[src/rtl/dpg_pkg.sv]
// constants, field layouts and carrier types for the digital pulse generators
package dpg_pkg;

   ////////////////////////////////////////////////////////////////////////////////
   // sizes and timing
   localparam int NUM_GEN          = 4;
   localparam int CNT_W            = 32;
   localparam int NUM_IO           = 3;
   localparam int SAMPLE_RATE_MHZ  = 125;
   localparam int SAMPLE_PERIOD_NS = 1000 / SAMPLE_RATE_MHZ;
   localparam int MIN_LENGTH       = 2;

   ////////////////////////////////////////////////////////////////////////////////
   // register map
   localparam int          REG_ADDR_W     = 8;
   localparam logic [7:0]  GEN_BLOCK_MASK = 8'h80;
   localparam int          GEN_SEL_LSB    = 5;
   localparam logic [4:0]  OFS_LENGTH     = 5'h00;
   localparam logic [4:0]  OFS_WIDTH      = 5'h04;
   localparam logic [4:0]  OFS_DELAY      = 5'h08;
   localparam logic [4:0]  OFS_LOOPS      = 5'h0c;
   localparam logic [4:0]  OFS_CONFIG     = 5'h10;
   localparam logic [4:0]  OFS_STATE      = 5'h14;
   localparam logic [7:0]  ADDR_COMMAND   = 8'h80;
   localparam logic [7:0]  ADDR_STATUS    = 8'h84;
   localparam logic [7:0]  ADDR_IO_DIR    = 8'h88;

   // field positions
   localparam int CFG_MODE_LSB  = 0;
   localparam int CFG_SRC_LSB   = 4;
   localparam int CFG_GATE_LSB  = 8;
   localparam int STAT_BUSY_LSB = 0;
   localparam int STAT_OUT_LSB  = 4;
   localparam int STAT_IN_LSB   = 8;
   localparam int STATE_BUSY_BIT = 31;

   // reset values
   localparam logic [31:0] LENGTH_RST = 32'h0000_0002;
   localparam logic [31:0] WIDTH_RST  = 32'h0000_0001;
   localparam logic [31:0] DELAY_RST  = 32'h0000_0000;
   localparam logic [31:0] LOOPS_RST  = 32'h0000_0001;
   localparam logic [2:0]  IO_DIR_RST = 3'h0;

   ////////////////////////////////////////////////////////////////////////////////
   // modes and selections
   typedef enum logic [1:0] {DPG_MODE_SINGLE, DPG_MODE_REPEAT, DPG_MODE_GATED} dpg_mode_type;

   typedef enum logic [3:0] {
      DPG_SRC_SW, DPG_SRC_CARD,
      DPG_SRC_GEN0, DPG_SRC_GEN1, DPG_SRC_GEN2, DPG_SRC_GEN3,
      DPG_SRC_IO1, DPG_SRC_IO2, DPG_SRC_IO3
   } dpg_src_type;

   typedef enum logic [1:0] {DPG_GATE_NONE, DPG_GATE_ARM, DPG_GATE_RUN} dpg_gate_type;

   typedef struct packed {
      dpg_mode_type      mode;
      dpg_src_type       src;
      dpg_gate_type      gate;
      logic [CNT_W-1:0]  length;
      logic [CNT_W-1:0]  width;
      logic [CNT_W-1:0]  delay;
      logic [CNT_W-1:0]  loops;
   } dpg_gen_cfg_type;

   typedef struct packed {
      logic                  wr;
      logic                  rd;
      logic [REG_ADDR_W-1:0] addr;
      logic [31:0]           wdata;
   } dpg_reg_req_type;

   typedef struct packed {
      logic armed;
      logic running;
      logic trigger;
   } dpg_card_type;

endpackage

[src/rtl/dpg_sync.sv]
// two-flop synchroniser for the asynchronous multi-purpose inputs
`timescale 1ns/1ps
module dpg_sync
   import dpg_pkg::*;
#(
   parameter int WIDTH = 3
)
(
   // clock and reset
   input  wire logic             clk,
   input  wire logic             rst_n,
   // levels
   input  wire logic [WIDTH-1:0] async_in,
   output logic      [WIDTH-1:0] sync_out
);

   typedef struct packed {
      logic [WIDTH-1:0] stage1;
      logic [WIDTH-1:0] stage2;
   } dpg_sync_state_type;

   dpg_sync_state_type state_reg;
   dpg_sync_state_type state_next;

   always_comb
   begin
      state_next.stage1 = async_in;
      state_next.stage2 = state_reg.stage1;
   end

   always_ff @(posedge clk or negedge rst_n)
   begin
      if (!rst_n)
         state_reg <= '0;
      else
         state_reg <= state_next;
   end

   assign sync_out = state_reg.stage2;

endmodule

[src/rtl/dpg_channel.sv]
// one pulse generator: delay, high time, low time and repeat count
`timescale 1ns/1ps
module dpg_channel
   import dpg_pkg::*;
(
   // clock and reset
   input  wire logic             clk,
   input  wire logic             rst_n,
   // setup
   input  dpg_gen_cfg_type       cfg,
   // control
   input  wire logic             start,
   input  wire logic             level,
   input  wire logic             enable,
   // results
   output logic                  pulse_out,
   output logic                  busy,
   output logic [CNT_W-1:0]      loops_left
);

   typedef enum logic [1:0] {DPG_PH_IDLE, DPG_PH_DELAY, DPG_PH_RUN} dpg_phase_type;

   typedef struct packed {
      dpg_phase_type    phase;
      logic [CNT_W-1:0] cnt;
      logic [CNT_W-1:0] pos;
      logic [CNT_W-1:0] loops;
      logic             out;
   } dpg_ch_state_type;

   dpg_ch_state_type state_reg;
   dpg_ch_state_type state_next;
   logic [CNT_W-1:0] last_pos;
   logic             gated;

   always_comb
   begin
      state_next = state_reg;
      gated      = (cfg.mode == DPG_MODE_GATED);
      // a length below the minimum is run as the minimum
      last_pos   = (cfg.length < CNT_W'(MIN_LENGTH)) ? CNT_W'(MIN_LENGTH - 1) : cfg.length - 1'b1;
      case (state_reg.phase)
         DPG_PH_IDLE:
         begin
            if (enable && (gated ? level : start))
            begin
               state_next.loops = (cfg.mode == DPG_MODE_SINGLE) ? CNT_W'(1) : cfg.loops;
               state_next.pos   = '0;
               if (cfg.delay == '0)
                  state_next.phase = DPG_PH_RUN;
               else
               begin
                  state_next.phase = DPG_PH_DELAY;
                  state_next.cnt   = cfg.delay - 1'b1;
               end
            end
         end
         DPG_PH_DELAY:
         begin
            if (state_reg.cnt == '0)
               state_next.phase = DPG_PH_RUN;
            else
               state_next.cnt = state_reg.cnt - 1'b1;
         end
         DPG_PH_RUN:
         begin
            if (state_reg.pos >= last_pos)
            begin
               state_next.pos = '0;
               // zero loops never terminates; gated runs until the level drops
               if (!gated && state_reg.loops == CNT_W'(1))
                  state_next.phase = DPG_PH_IDLE;
               else if (!gated && state_reg.loops != '0)
                  state_next.loops = state_reg.loops - 1'b1;
            end
            else
               state_next.pos = state_reg.pos + 1'b1;
         end
         default:
            state_next.phase = DPG_PH_IDLE;
      endcase
      // losing the gate cuts a pulse short rather than letting it finish
      if (state_reg.phase != DPG_PH_IDLE && (!enable || (gated && !level)))
         state_next.phase = DPG_PH_IDLE;
      state_next.out = (state_next.phase == DPG_PH_RUN) && (state_next.pos < cfg.width);
   end

   always_ff @(posedge clk or negedge rst_n)
   begin
      if (!rst_n)
      begin
         state_reg       <= '0;
         state_reg.phase <= DPG_PH_IDLE;
      end
      else
         state_reg <= state_next;
   end

   assign pulse_out  = state_reg.out;
   assign busy       = (state_reg.phase != DPG_PH_IDLE);
   assign loops_left = state_reg.loops;

endmodule

[src/rtl/dpg_top.sv]
// four digital pulse generators with register port and multi-purpose line drive
//
// Chosen here: the strobed register port and the register offsets.
`timescale 1ns/1ps
// Summary of operation
// - four independent generators, each driving its own multi-purpose output line.
// - all timing counts sample clock periods, 8 ns at 125 MS/s.
// - modes are single shot, repeated pulses on trigger, and gated.
// - trigger from software, card trigger, another generator or an input line.
// - gate condition is none, card armed, or card running.
// - period length is 32 bits, programmable from 2 samples upward.
// - high time is 32 bits, programmable from 1 sample upward.
// - start delay after trigger is 32 bits, from 0 samples upward.
// - repeat count is 32 bits; zero repeats forever.
// - synchronous outputs update at the sample clock rate.
// - only lines one to three take input; line zero is output only.
module dpg_top
   import dpg_pkg::*;
(
   // clock and reset
   input  wire logic             clk,
   input  wire logic             rst_n,
   // register port
   input  dpg_reg_req_type       reg_req,
   output logic [31:0]           reg_rdata,
   // card state
   input  dpg_card_type          card,
   // multi-purpose line zero, output only
   output logic                  mp_output_line_zero,
   // multi-purpose line one
   input  wire logic             mp_io_line_one_in,
   output logic                  mp_io_line_one_out,
   output logic                  mp_io_line_one_oe,
   // multi-purpose line two
   input  wire logic             mp_io_line_two_in,
   output logic                  mp_io_line_two_out,
   output logic                  mp_io_line_two_oe,
   // multi-purpose line three
   input  wire logic             mp_io_line_three_in,
   output logic                  mp_io_line_three_out,
   output logic                  mp_io_line_three_oe
);

   ////////////////////////////////////////////////////////////////////////////////
   // state

   typedef struct packed {
      dpg_gen_cfg_type [NUM_GEN-1:0] cfg;
      logic [NUM_IO-1:0]             io_dir;
      logic [NUM_GEN-1:0]            sw_trig;
      logic [NUM_GEN-1:0]            lvl_prev;
      logic [NUM_GEN-1:0]            line_out;
      logic [NUM_IO-1:0]             line_oe;
      logic [31:0]                   rdata;
   } dpg_top_state_type;

   dpg_top_state_type  state_reg;
   dpg_top_state_type  state_next;

   logic [NUM_IO-1:0]  multipurpose_io_lines;
   logic [NUM_GEN-1:0] gen_out;
   logic [NUM_GEN-1:0] gen_busy;
   logic [CNT_W-1:0]   gen_loops [NUM_GEN];
   logic [NUM_GEN-1:0] gen_level;
   logic [NUM_GEN-1:0] gen_start;
   logic [NUM_GEN-1:0] gen_enable;

   ////////////////////////////////////////////////////////////////////////////////
   // input lines are asynchronous, so they pass two flops before use

   dpg_sync #(
      .WIDTH    (NUM_IO)
   ) u_in_sync (
      .clk      (clk),
      .rst_n    (rst_n),
      .async_in ({mp_io_line_three_in, mp_io_line_two_in, mp_io_line_one_in}),
      .sync_out (multipurpose_io_lines)
   );

   ////////////////////////////////////////////////////////////////////////////////
   // trigger source and gate per generator

   function automatic logic src_level(
      input dpg_src_type        src,
      input logic               card_trig,
      input logic [NUM_GEN-1:0] outs,
      input logic [NUM_IO-1:0]  ins
   );
      logic lv;
      lv = 1'b0;
      case (src)
         DPG_SRC_CARD: lv = card_trig;
         DPG_SRC_GEN0: lv = outs[0];
         DPG_SRC_GEN1: lv = outs[1];
         DPG_SRC_GEN2: lv = outs[2];
         DPG_SRC_GEN3: lv = outs[3];
         DPG_SRC_IO1:  lv = ins[0];
         DPG_SRC_IO2:  lv = ins[1];
         DPG_SRC_IO3:  lv = ins[2];
         default:      lv = 1'b0;
      endcase
      return lv;
   endfunction

   always_comb
   begin
      for (int g = 0; g < NUM_GEN; g++)
      begin
         gen_level[g] = src_level(state_reg.cfg[g].src, card.trigger, gen_out, multipurpose_io_lines);
         // software start is already a one-cycle pulse; others start on a rising edge
         if (state_reg.cfg[g].src == DPG_SRC_SW)
            gen_start[g] = state_reg.sw_trig[g];
         else
            gen_start[g] = gen_level[g] && !state_reg.lvl_prev[g];
         case (state_reg.cfg[g].gate)
            DPG_GATE_NONE: gen_enable[g] = 1'b1;
            DPG_GATE_ARM:  gen_enable[g] = card.armed;
            DPG_GATE_RUN:  gen_enable[g] = card.running;
            default:       gen_enable[g] = 1'b0;
         endcase
      end
   end

   ////////////////////////////////////////////////////////////////////////////////
   // generators

   for (genvar g = 0; g < NUM_GEN; g++)
   begin : gen_ch
      dpg_channel u_ch (
         .clk        (clk),
         .rst_n      (rst_n),
         .cfg        (state_reg.cfg[g]),
         .start      (gen_start[g]),
         .level      (gen_level[g]),
         .enable     (gen_enable[g]),
         .pulse_out  (gen_out[g]),
         .busy       (gen_busy[g]),
         .loops_left (gen_loops[g])
      );
   end

   ////////////////////////////////////////////////////////////////////////////////
   // register port, line drive and next state

   logic [1:0]  sel;
   logic [4:0]  ofs;
   logic        in_gen;
   logic [31:0] rd_val;

   always_comb
   begin
      state_next          = state_reg;
      sel                 = reg_req.addr[GEN_SEL_LSB +: 2];
      ofs                 = reg_req.addr[4:0];
      in_gen              = (reg_req.addr & GEN_BLOCK_MASK) == 8'h00;
      rd_val              = 32'h0000_0000;
      state_next.sw_trig  = '0;
      state_next.lvl_prev = gen_level;

      // writes; unmapped addresses are ignored
      if (reg_req.wr)
      begin
         if (in_gen)
         begin
            case (ofs)
               OFS_LENGTH: state_next.cfg[sel].length = reg_req.wdata;
               OFS_WIDTH:  state_next.cfg[sel].width  = reg_req.wdata;
               OFS_DELAY:  state_next.cfg[sel].delay  = reg_req.wdata;
               OFS_LOOPS:  state_next.cfg[sel].loops  = reg_req.wdata;
               OFS_CONFIG:
               begin
                  state_next.cfg[sel].mode = dpg_mode_type'(reg_req.wdata[CFG_MODE_LSB +: 2]);
                  state_next.cfg[sel].src  = dpg_src_type'(reg_req.wdata[CFG_SRC_LSB +: 4]);
                  state_next.cfg[sel].gate = dpg_gate_type'(reg_req.wdata[CFG_GATE_LSB +: 2]);
               end
               default: ;
            endcase
         end
         else if (reg_req.addr == ADDR_COMMAND)
            state_next.sw_trig = reg_req.wdata[NUM_GEN-1:0];
         else if (reg_req.addr == ADDR_IO_DIR)
            state_next.io_dir = reg_req.wdata[NUM_IO-1:0];
      end

      // reads answer in the next cycle only
      if (reg_req.rd)
      begin
         if (in_gen)
         begin
            case (ofs)
               OFS_LENGTH: rd_val = state_reg.cfg[sel].length;
               OFS_WIDTH:  rd_val = state_reg.cfg[sel].width;
               OFS_DELAY:  rd_val = state_reg.cfg[sel].delay;
               OFS_LOOPS:  rd_val = state_reg.cfg[sel].loops;
               OFS_CONFIG:
               begin
                  rd_val[CFG_MODE_LSB +: 2] = state_reg.cfg[sel].mode;
                  rd_val[CFG_SRC_LSB +: 4]  = state_reg.cfg[sel].src;
                  rd_val[CFG_GATE_LSB +: 2] = state_reg.cfg[sel].gate;
               end
               OFS_STATE:
               begin
                  rd_val                 = gen_loops[sel];
                  rd_val[STATE_BUSY_BIT] = gen_busy[sel];
               end
               default: rd_val = 32'h0000_0000;
            endcase
         end
         else if (reg_req.addr == ADDR_STATUS)
         begin
            rd_val[STAT_BUSY_LSB +: NUM_GEN] = gen_busy;
            rd_val[STAT_OUT_LSB +: NUM_GEN]  = state_reg.line_out;
            rd_val[STAT_IN_LSB +: NUM_IO]    = multipurpose_io_lines;
         end
         else if (reg_req.addr == ADDR_IO_DIR)
            rd_val[NUM_IO-1:0] = state_reg.io_dir;
      end
      state_next.rdata = rd_val;

      // lines follow their generator every sample clock
      state_next.line_out = gen_out;
      state_next.line_oe  = state_reg.io_dir;
   end

   always_ff @(posedge clk or negedge rst_n)
   begin
      if (!rst_n)
      begin
         state_reg        <= '0;
         state_reg.io_dir <= IO_DIR_RST;
         for (int g = 0; g < NUM_GEN; g++)
         begin
            state_reg.cfg[g].length <= LENGTH_RST;
            state_reg.cfg[g].width  <= WIDTH_RST;
            state_reg.cfg[g].delay  <= DELAY_RST;
            state_reg.cfg[g].loops  <= LOOPS_RST;
            state_reg.cfg[g].mode   <= DPG_MODE_SINGLE;
            state_reg.cfg[g].src    <= DPG_SRC_SW;
            state_reg.cfg[g].gate   <= DPG_GATE_NONE;
         end
      end
      else
         state_reg <= state_next;
   end

   ////////////////////////////////////////////////////////////////////////////////
   // outputs

   assign reg_rdata            = state_reg.rdata;
   assign mp_output_line_zero  = state_reg.line_out[0];
   assign mp_io_line_one_out   = state_reg.line_out[1];
   assign mp_io_line_one_oe    = state_reg.line_oe[0];
   assign mp_io_line_two_out   = state_reg.line_out[2];
   assign mp_io_line_two_oe    = state_reg.line_oe[1];
   assign mp_io_line_three_out = state_reg.line_out[3];
   assign mp_io_line_three_oe  = state_reg.line_oe[2];

endmodule

[config.mk]
export PLATFORM = sky130hd
export DESIGN_NAME = dpg_top
export DESIGN_NICKNAME = d
export VERILOG_FILES = /design/src/rtl/dpg_pkg.sv /design/src/rtl/dpg_sync.sv /design/src/rtl/dpg_channel.sv /design/src/rtl/dpg_top.sv
export SDC_FILE = /design/constraint.sdc
export NUM_CORES = 2
export LEC_CHECK = 0
export ABC_AREA = 1
export BUFFER_PORTS_ARGS = -buffer_cell sky130_fd_sc_hd__buf_2
export CAP_MARGIN = 0
export CELL_PAD_IN_SITES_DETAIL_PLACEMENT = 1
export CELL_PAD_IN_SITES_GLOBAL_PLACEMENT = 1
export CORE_MARGIN = 5
export CORE_UTILIZATION = 39
export DETAILED_ROUTE_END_ITERATION = 10
export GPL_TIMING_DRIVEN = 1
export HOLD_SLACK_MARGIN = 0.03
export PLACE_DENSITY = 0.65
export RECOVER_POWER = 100
export SYNTH_ARGS = -nofsm -noshare
export SYNTH_HDL_FRONTEND = slang
export SYNTH_SLANG_ARGS = --single-unit
[constraint.sdc]
create_clock -name clk -period 7 [get_ports clk]
set_input_delay 0.35 -clock clk [delete_from_list [all_inputs] [get_ports clk]]
set_output_delay 0.35 -clock clk [all_outputs]
set_load 0.01 [all_outputs]
=== Word level (Yosys, flattened, before mapping) ===
Cells that the tools add are included.
W data, S select, Z words.

* Register bits after elaboration: 996

* Add/sub/neg operators: 20
* $lt $le $gt $ge: 15
* Equality and inequality tests: 92
* Mux-type cells: 126
* Bitwise operators: 3
* Reduce and logical (&&, ||, !) cells: 102

{| class="wikitable"
|+ Operators by type and width
! kind !! number
|-
| $bwmux W544 || 7
|-
| $pmux W544 S5 || 1
|-
| $demux W136 S2 || 7
|-
| $mux W32 || 34
|-
| $pmux W64 S2 || 4
|-
| $sub A32 B1 Y32 const B || 16
|-
| $mux W98 || 4
|-
| $bmux W136 S2 || 1
|-
| $mux W136 || 2
|-
| $logic_not A32 Y1 || 8
|-
| $pmux W32 S2 || 4
|-
| $mux W134 || 1
|-
| $mux W130 || 1
|-
| $add A32 B1 Y32 const B || 4
|-
| $eq A32 B1 Y1 const B || 4
|-
| $ge A32 B32 Y1 || 4
|-
| $lt A32 B2 Y1 const B || 4
|-
| $lt A32 B32 Y1 || 4
|-
| $mux W128 || 1
|-
| $reduce_bool A32 Y1 || 4
|-
| $pmux W22 S5 || 1
|-
| $mux W96 || 1
|-
| $bmux W32 S2 || 1
|-
| $eq A4 B3 Y1 const B || 16
|-
| other kinds (44) || 224
|}

=== Longest topological paths before layout ===
* Depth in word-level cells: 11
* Gate-level depth with buffers: 41

=== Modules after synthesis ===
From an unflattened synthesis, not the netlist that was laid out.

* Cell total of the unflattened synthesis: 10,675
* Area, all modules: 72,682.2 µm²

{| class="wikitable"
|+ Modules (own cells, without submodules)
! module !! instances !! cells an instance !! area an instance (µm²)
|-
| dpg_top || 1 || 4,757 || 32,695.1
|-
| dpg_channel (gen_ch[1].u_ch) || 1 || 1,526 || 10,183.5
|-
| dpg_channel (gen_ch[3].u_ch) || 1 || 1,436 || 9,903.2
|-
| dpg_channel (gen_ch[0].u_ch) || 1 || 1,470 || 9,892.0
|-
| dpg_channel (gen_ch[2].u_ch) || 1 || 1,480 || 9,858.2
|-
| dpg_sync || 1 || 6 || 150.1
|}

=== Worst setup path before layout ===
OpenSTA, ideal clock, no wires.

* Path kind: reg-to-reg
* From: register with a tool-made name
* To: register gen_ch[2].u_ch.state_reg, in the netlist gen_ch[2].u_ch.pulse_out
* Setup time: 0.077 ns
* Arrival time: 4.932 ns
* Path slack: 1.990 ns
* Stages on the path, launching flop included: 34
* Clock period less this slack: 5.010 ns
* Cell sequence: dfrtp_1 -> inv_1 -> ha_1 -> inv_1 -> nor2_1 -> inv_1 -> nor2_2 -> inv_1 -> nor4_1 -> nand3_1 -> inv_1 -> nand2_1 -> nor3_1 -> o21ai_0 -> a21o_1 -> ha_1 -> nand2_1 -> nor4_1 -> and3_1 -> nand2_1 -> nand2_1 -> clkbuf_1 -> inv_1 -> clkbuf_1 -> nand3_1 -> o21ai_0 -> ha_1 -> a21oi_1 -> o21ai_0 -> a21oi_1 -> o21ai_0 -> a2111oi_0 -> nand3_1 -> a21oi_1

{| class="wikitable"
|+ RTL lines
! element !! line !! RTL
|-
| end signal, assigned || dpg_channel.sv:96 || <nowiki>state_reg <= state_next;</nowiki>
|-
| end, declared || dpg_channel.sv:31 || <nowiki>dpg_ch_state_type state_reg;</nowiki>
|}

==> reports/qor.log <==
qor: synthesis.syn-mean-instance-area 7.28 um2
qor: floorplanning.top_level_ports 89
qor: final_layout.final_layout_size_suffix_gt1_share 6.35%
qor: floorplanning.initial_core_util 39.1%
qor: outcome.status finished with violations
qor: synthesis.postSynth.asyncResetShare 100%
qor: final_layout.layout.cells.non_filler 11.3k
qor: critical_path.critPathMostFrequentCell sky130_fd_sc_hd__nand2_1
qor: timing.slew-limit-headroom -193%
qor: critical_path.criticalPathCategory in -> reg
qor: critical_path.critPathBufInv 6
qor: floorplanning.die_area 178000 um2
qor: critical_path.timing.critical_path.to_type flip-flop
qor: critical_path.crit_path_cell_trace dlygate4sd3_1 -> clkbuf_1 -> inv_1 -> nand2_1 -> a21oi_1 -> nand2_1 -> nor2_4 -> clkbuf_1 -> inv_4 -> buf_8 -> nand2_1 -> o21ai_0
qor: synthesis.synth_register_bits 996
qor: critical_path.worst-endpoint-required 7.62 ns
qor: timing.report.final.setup_viol 0
qor: final_layout.ff_latch_area 24900 um2
qor: critical_path.setup.worst_path.start_class primary input
qor: critical_path.path_max_fanout 114
qor: grt.grt_first_pass_wirelength 490000 um
qor: clock_network.worst_skew_pair.late_latency 0.81 ns
qor: critical_path.cpLargestDelayFamily buffers and inverters
qor: synthesis.yosysUniqueCellTypes 80
qor: clock_network.cts_max_path_buffers 3
qor: outcome.failed_checks capacitance limit, slew limit
qor: power_and_ir_drop.power.density_cell_area 324 nW/um2
qor: final_layout.n_fill_cell 20.9k
qor: timing.final-max-slew-violation-count 1521
qor: critical_path.slowest_stage sky130_fd_sc_hd__clkbuf_1
qor: clock_network.post_cts_resized 0
qor: detailed_routing.antenna_violating_nets_post_route 0
qor: floorplanning.fp.coreArea 169000 um2
qor: detailed_routing.via_per_inst 6.09
qor: clock_network.clock-sinks 996
qor: placed_design.detailed_place.area 68600 um2
qor: clock_network.clk_pin_slew 0.06 ns
qor: timing.hold_viol 0
qor: grt.grt_start_max_net_pins 164
qor: placed_design.placed_cells 11.1k
qor: timing.max_clock_freq 0.147 GHz
qor: synthesis.synth_top_area_cell sky130_fd_sc_hd__dfrtp_1
qor: final_layout.postLayoutCellArea 73000 um2
qor: final_layout.mostFrequentLayoutCell sky130_fd_sc_hd__nand2_1
qor: clock_network.clockRootBuffer sky130_fd_sc_hd__clkbuf_16
qor: synthesis.syn_nets 9414
qor: power_and_ir_drop.totalPowerFinal 23.6 mW
qor: final_layout.multiInputGateArea 35300 um2
qor: placed_design.buffer_ports.inserted 88
qor: placed_design.hpwl 263000 um
qor: timing.timing.clock.skew 0.0304 ns
qor: grt.grt.overflow.total 0
qor: grt.antenna_violations_before_repair 17
qor: critical_path.critPathArrivalTime 7.43 ns
qor: floorplanning.std_cell_rows 151
qor: timing.period_share 97.3%
qor: detailed_routing.drtPass1Iterations 6
qor: clock_network.cts_made_buffers 131
qor: synthesis.synth_sequential_area_ratio 37.7%
qor: final_layout.layout_area_growth_over_synthesis 10.4%
qor: detailed_routing.wirelength 342000 um
qor: grt.number_of_global_route_vias_before_repair 68.0k
qor: synthesis.warnings_synthesis 0
qor: detailed_routing.initialDrtViolationCount 7334
qor: run.maxCapViolCount 26
qor: power_and_ir_drop.power.static_leakage 32.3 nW
qor: detailed_routing.via_count 69.0k
qor: grt.groute.usage.overall 37.4%
qor: clock_network.tritoncts_clock_tree done
qor: detailed_routing.wire_per_inst 30.2 um
qor: final_layout.layout.cells.most_common_list sky130_fd_sc_hd__nand2_1 (1686), sky130_fd_sc_hd__o21ai_0 (1393), sky130_fd_sc_hd__inv_1 (1021)
qor: timing.setup_tns 0 ns
qor: critical_path.max_stage_delay 2.09 ns
qor: clock_network.htree_levels 4
qor: timing.period_needed 6.81 ns
qor: timing.grt_setup_unrepaired false
qor: synthesis.synthesis.area 66200 um2
qor: synthesis.postSynth.topFlopCell sky130_fd_sc_hd__dfrtp_1
qor: placed_design.gp_congestion 1.06
qor: synthesis.synth_cells 9088
qor: synthesis.fraction_of_post_synthesis_cell_area_in_the_top_cell_type_by_area 37.2%
qor: timing.worstMarginPinSlew 4.40 ns
qor: synthesis.synth.area.top_cells sky130_fd_sc_hd__dfrtp_1 (37%), sky130_fd_sc_hd__o21ai_0 (10%), sky130_fd_sc_hd__nand2_1 (9.6%), sky130_fd_sc_hd__inv_1 (5.8%), sky130_fd_sc_hd__ha_1 (5.2%)
qor: floorplanning.fp.dieH 422 um
qor: power_and_ir_drop.worst_vdd_rail_ir_drop 282 uV
qor: floorplanning.floorplan.die.width 422 um
qor: detailed_routing.remaining_drc_errors 0
qor: synthesis.synth_edf_count 0
qor: final_layout.final_net_count 9320
qor: hold_path.hold_class in -> reg
==> cell families (layout without fill, tap and decap cells) <==
logic type / after synthesis / after routing / share of synthesized area (%)
simple gates: 3574 / 3574 / 23.5
compound gates: 2518 / 2518 / 21.5
buf+inv: 1484 / 1492 / 8.85
flops: 996 / 996 / 37.7
fa+ha+maj: 276 / 276 / 5.22
xor+xnor: 226 / 226 / 2.99
mux: 14 / 14 / 0.238
other cells: 0 / 17 / 0
==> through the flow <==
stage	setup slack, ns	hold WS (ns)	util [%]
after floorplan	1.99	0.0544	-
after global placement	0.981	0.335	40.5
after detailed placement	0.902	0.336	40.5
after CTS	0.860	0.0368	43.3
after global routing	0.0673	0.103	43.2
final	0.192	0.0839	43.2
==> metal layers <==
layer | global-route usage (%) | vias to the layer above | share of wire (%)
met2 | 56.3 | 2687 | 43
met5 | 0 | - | 0.021
met4 | 23.6 | 12 | 7.6
met3 | 8.72 | 728 | 8.0
li1 | - | 30751 | -
met1 | 48.5 | 34836 | 41
==> worst reg2reg max path, cell delays in order, from the launching register on <==
cell                      delay (ns)
sky130_fd_sc_hd__dfrtp_1        0.44
sky130_fd_sc_hd__nor2_1         0.11
sky130_fd_sc_hd__inv_1          0.06
sky130_fd_sc_hd__nor2_1         0.17
sky130_fd_sc_hd__nand2_1        0.10
sky130_fd_sc_hd__nor2_1         0.23
sky130_fd_sc_hd__nand2_1        0.13
sky130_fd_sc_hd__inv_1          0.14
sky130_fd_sc_hd__nand3_1        0.11
sky130_fd_sc_hd__nor3_1         0.27
sky130_fd_sc_hd__nand3_1        0.21
sky130_fd_sc_hd__nor2_1         0.19
sky130_fd_sc_hd__nand2_1        0.11
sky130_fd_sc_hd__o41ai_1        0.36
sky130_fd_sc_hd__ha_1           0.33
sky130_fd_sc_hd__nand2_1        0.10
sky130_fd_sc_hd__nor2_1         0.08
sky130_fd_sc_hd__nand2_1        0.09
sky130_fd_sc_hd__nand4_1        0.07
sky130_fd_sc_hd__a31oi_1        0.18
sky130_fd_sc_hd__nand2_1        0.14
sky130_fd_sc_hd__nor2_2         0.47
sky130_fd_sc_hd__a21oi_1        0.25
sky130_fd_sc_hd__o21ai_1        0.91
sky130_fd_sc_hd__buf_4          0.62
sky130_fd_sc_hd__mux2_2         0.44
==> synthesized netlist by cell type, drive strengths merged, types with 33 or more instances <==
cell type / n
nand2: 1701
o21ai: 1400
inv: 1038
dfrtp: 984
nor2: 941
nand3: 397
a21oi: 371
o22ai: 343
clkbuf: 295
ha: 276
nor3: 263
xor2: 192
buf: 139
nand4: 107
nor4: 99
a22oi: 58
a31oi: 57
o211ai: 54
o31ai: 53
or2: 40
xnor2: 34
o2111ai: 33
==> layout make-up <==
| type | count | share of cell area [%] |
|---|---|---|
| clock buffers | 190 | 5.36 |
| well taps | 2218 | 3.80 |
| multi-input cells | 6608 | 48.4 |
| inverters | 1050 | 5.43 |
| diodes | 17 | 0.0583 |
| repair buffers | 207 | 1.80 |
| flip-flops and latches | 996 | 34.2 |
| clock inverters | 45 | 0.979 |
==> repair_timing <==
action                    4_1_cts  5_1_grt
hold buffers                    9        0
setup buffers                   0        0
hold endpoints to repair       76        0
==> worst paths after layout <==
check                                   startpoint                            end  slack [ns]  cells after the start
max                                    reg_req[39]                      flip-flop        0.19                     12
min                                        card[0]                  state_reg[41]        0.08                      5
min reg2reg                u_in_sync.state_next[1]          u_in_sync.sync_out[1]        0.35                      0
min in group asynchronous                    rst_n   gen_ch[3].u_ch.state_reg[38]        1.66                      2
max reg2reg                              flip-flop  gen_ch[1].u_ch.loops_left[29]        0.59                     25
max in group asynchronous                    rst_n   gen_ch[1].u_ch.state_reg[75]        1.02                      3
==> where the power goes <==
part	internal (mW)	switching, mW
registers	6.58	1.29
logic	2.65	5.65
clock network	4.48	2.97
total	13.7	9.91
No activity file was read; power rests on OpenSTA's default activity.
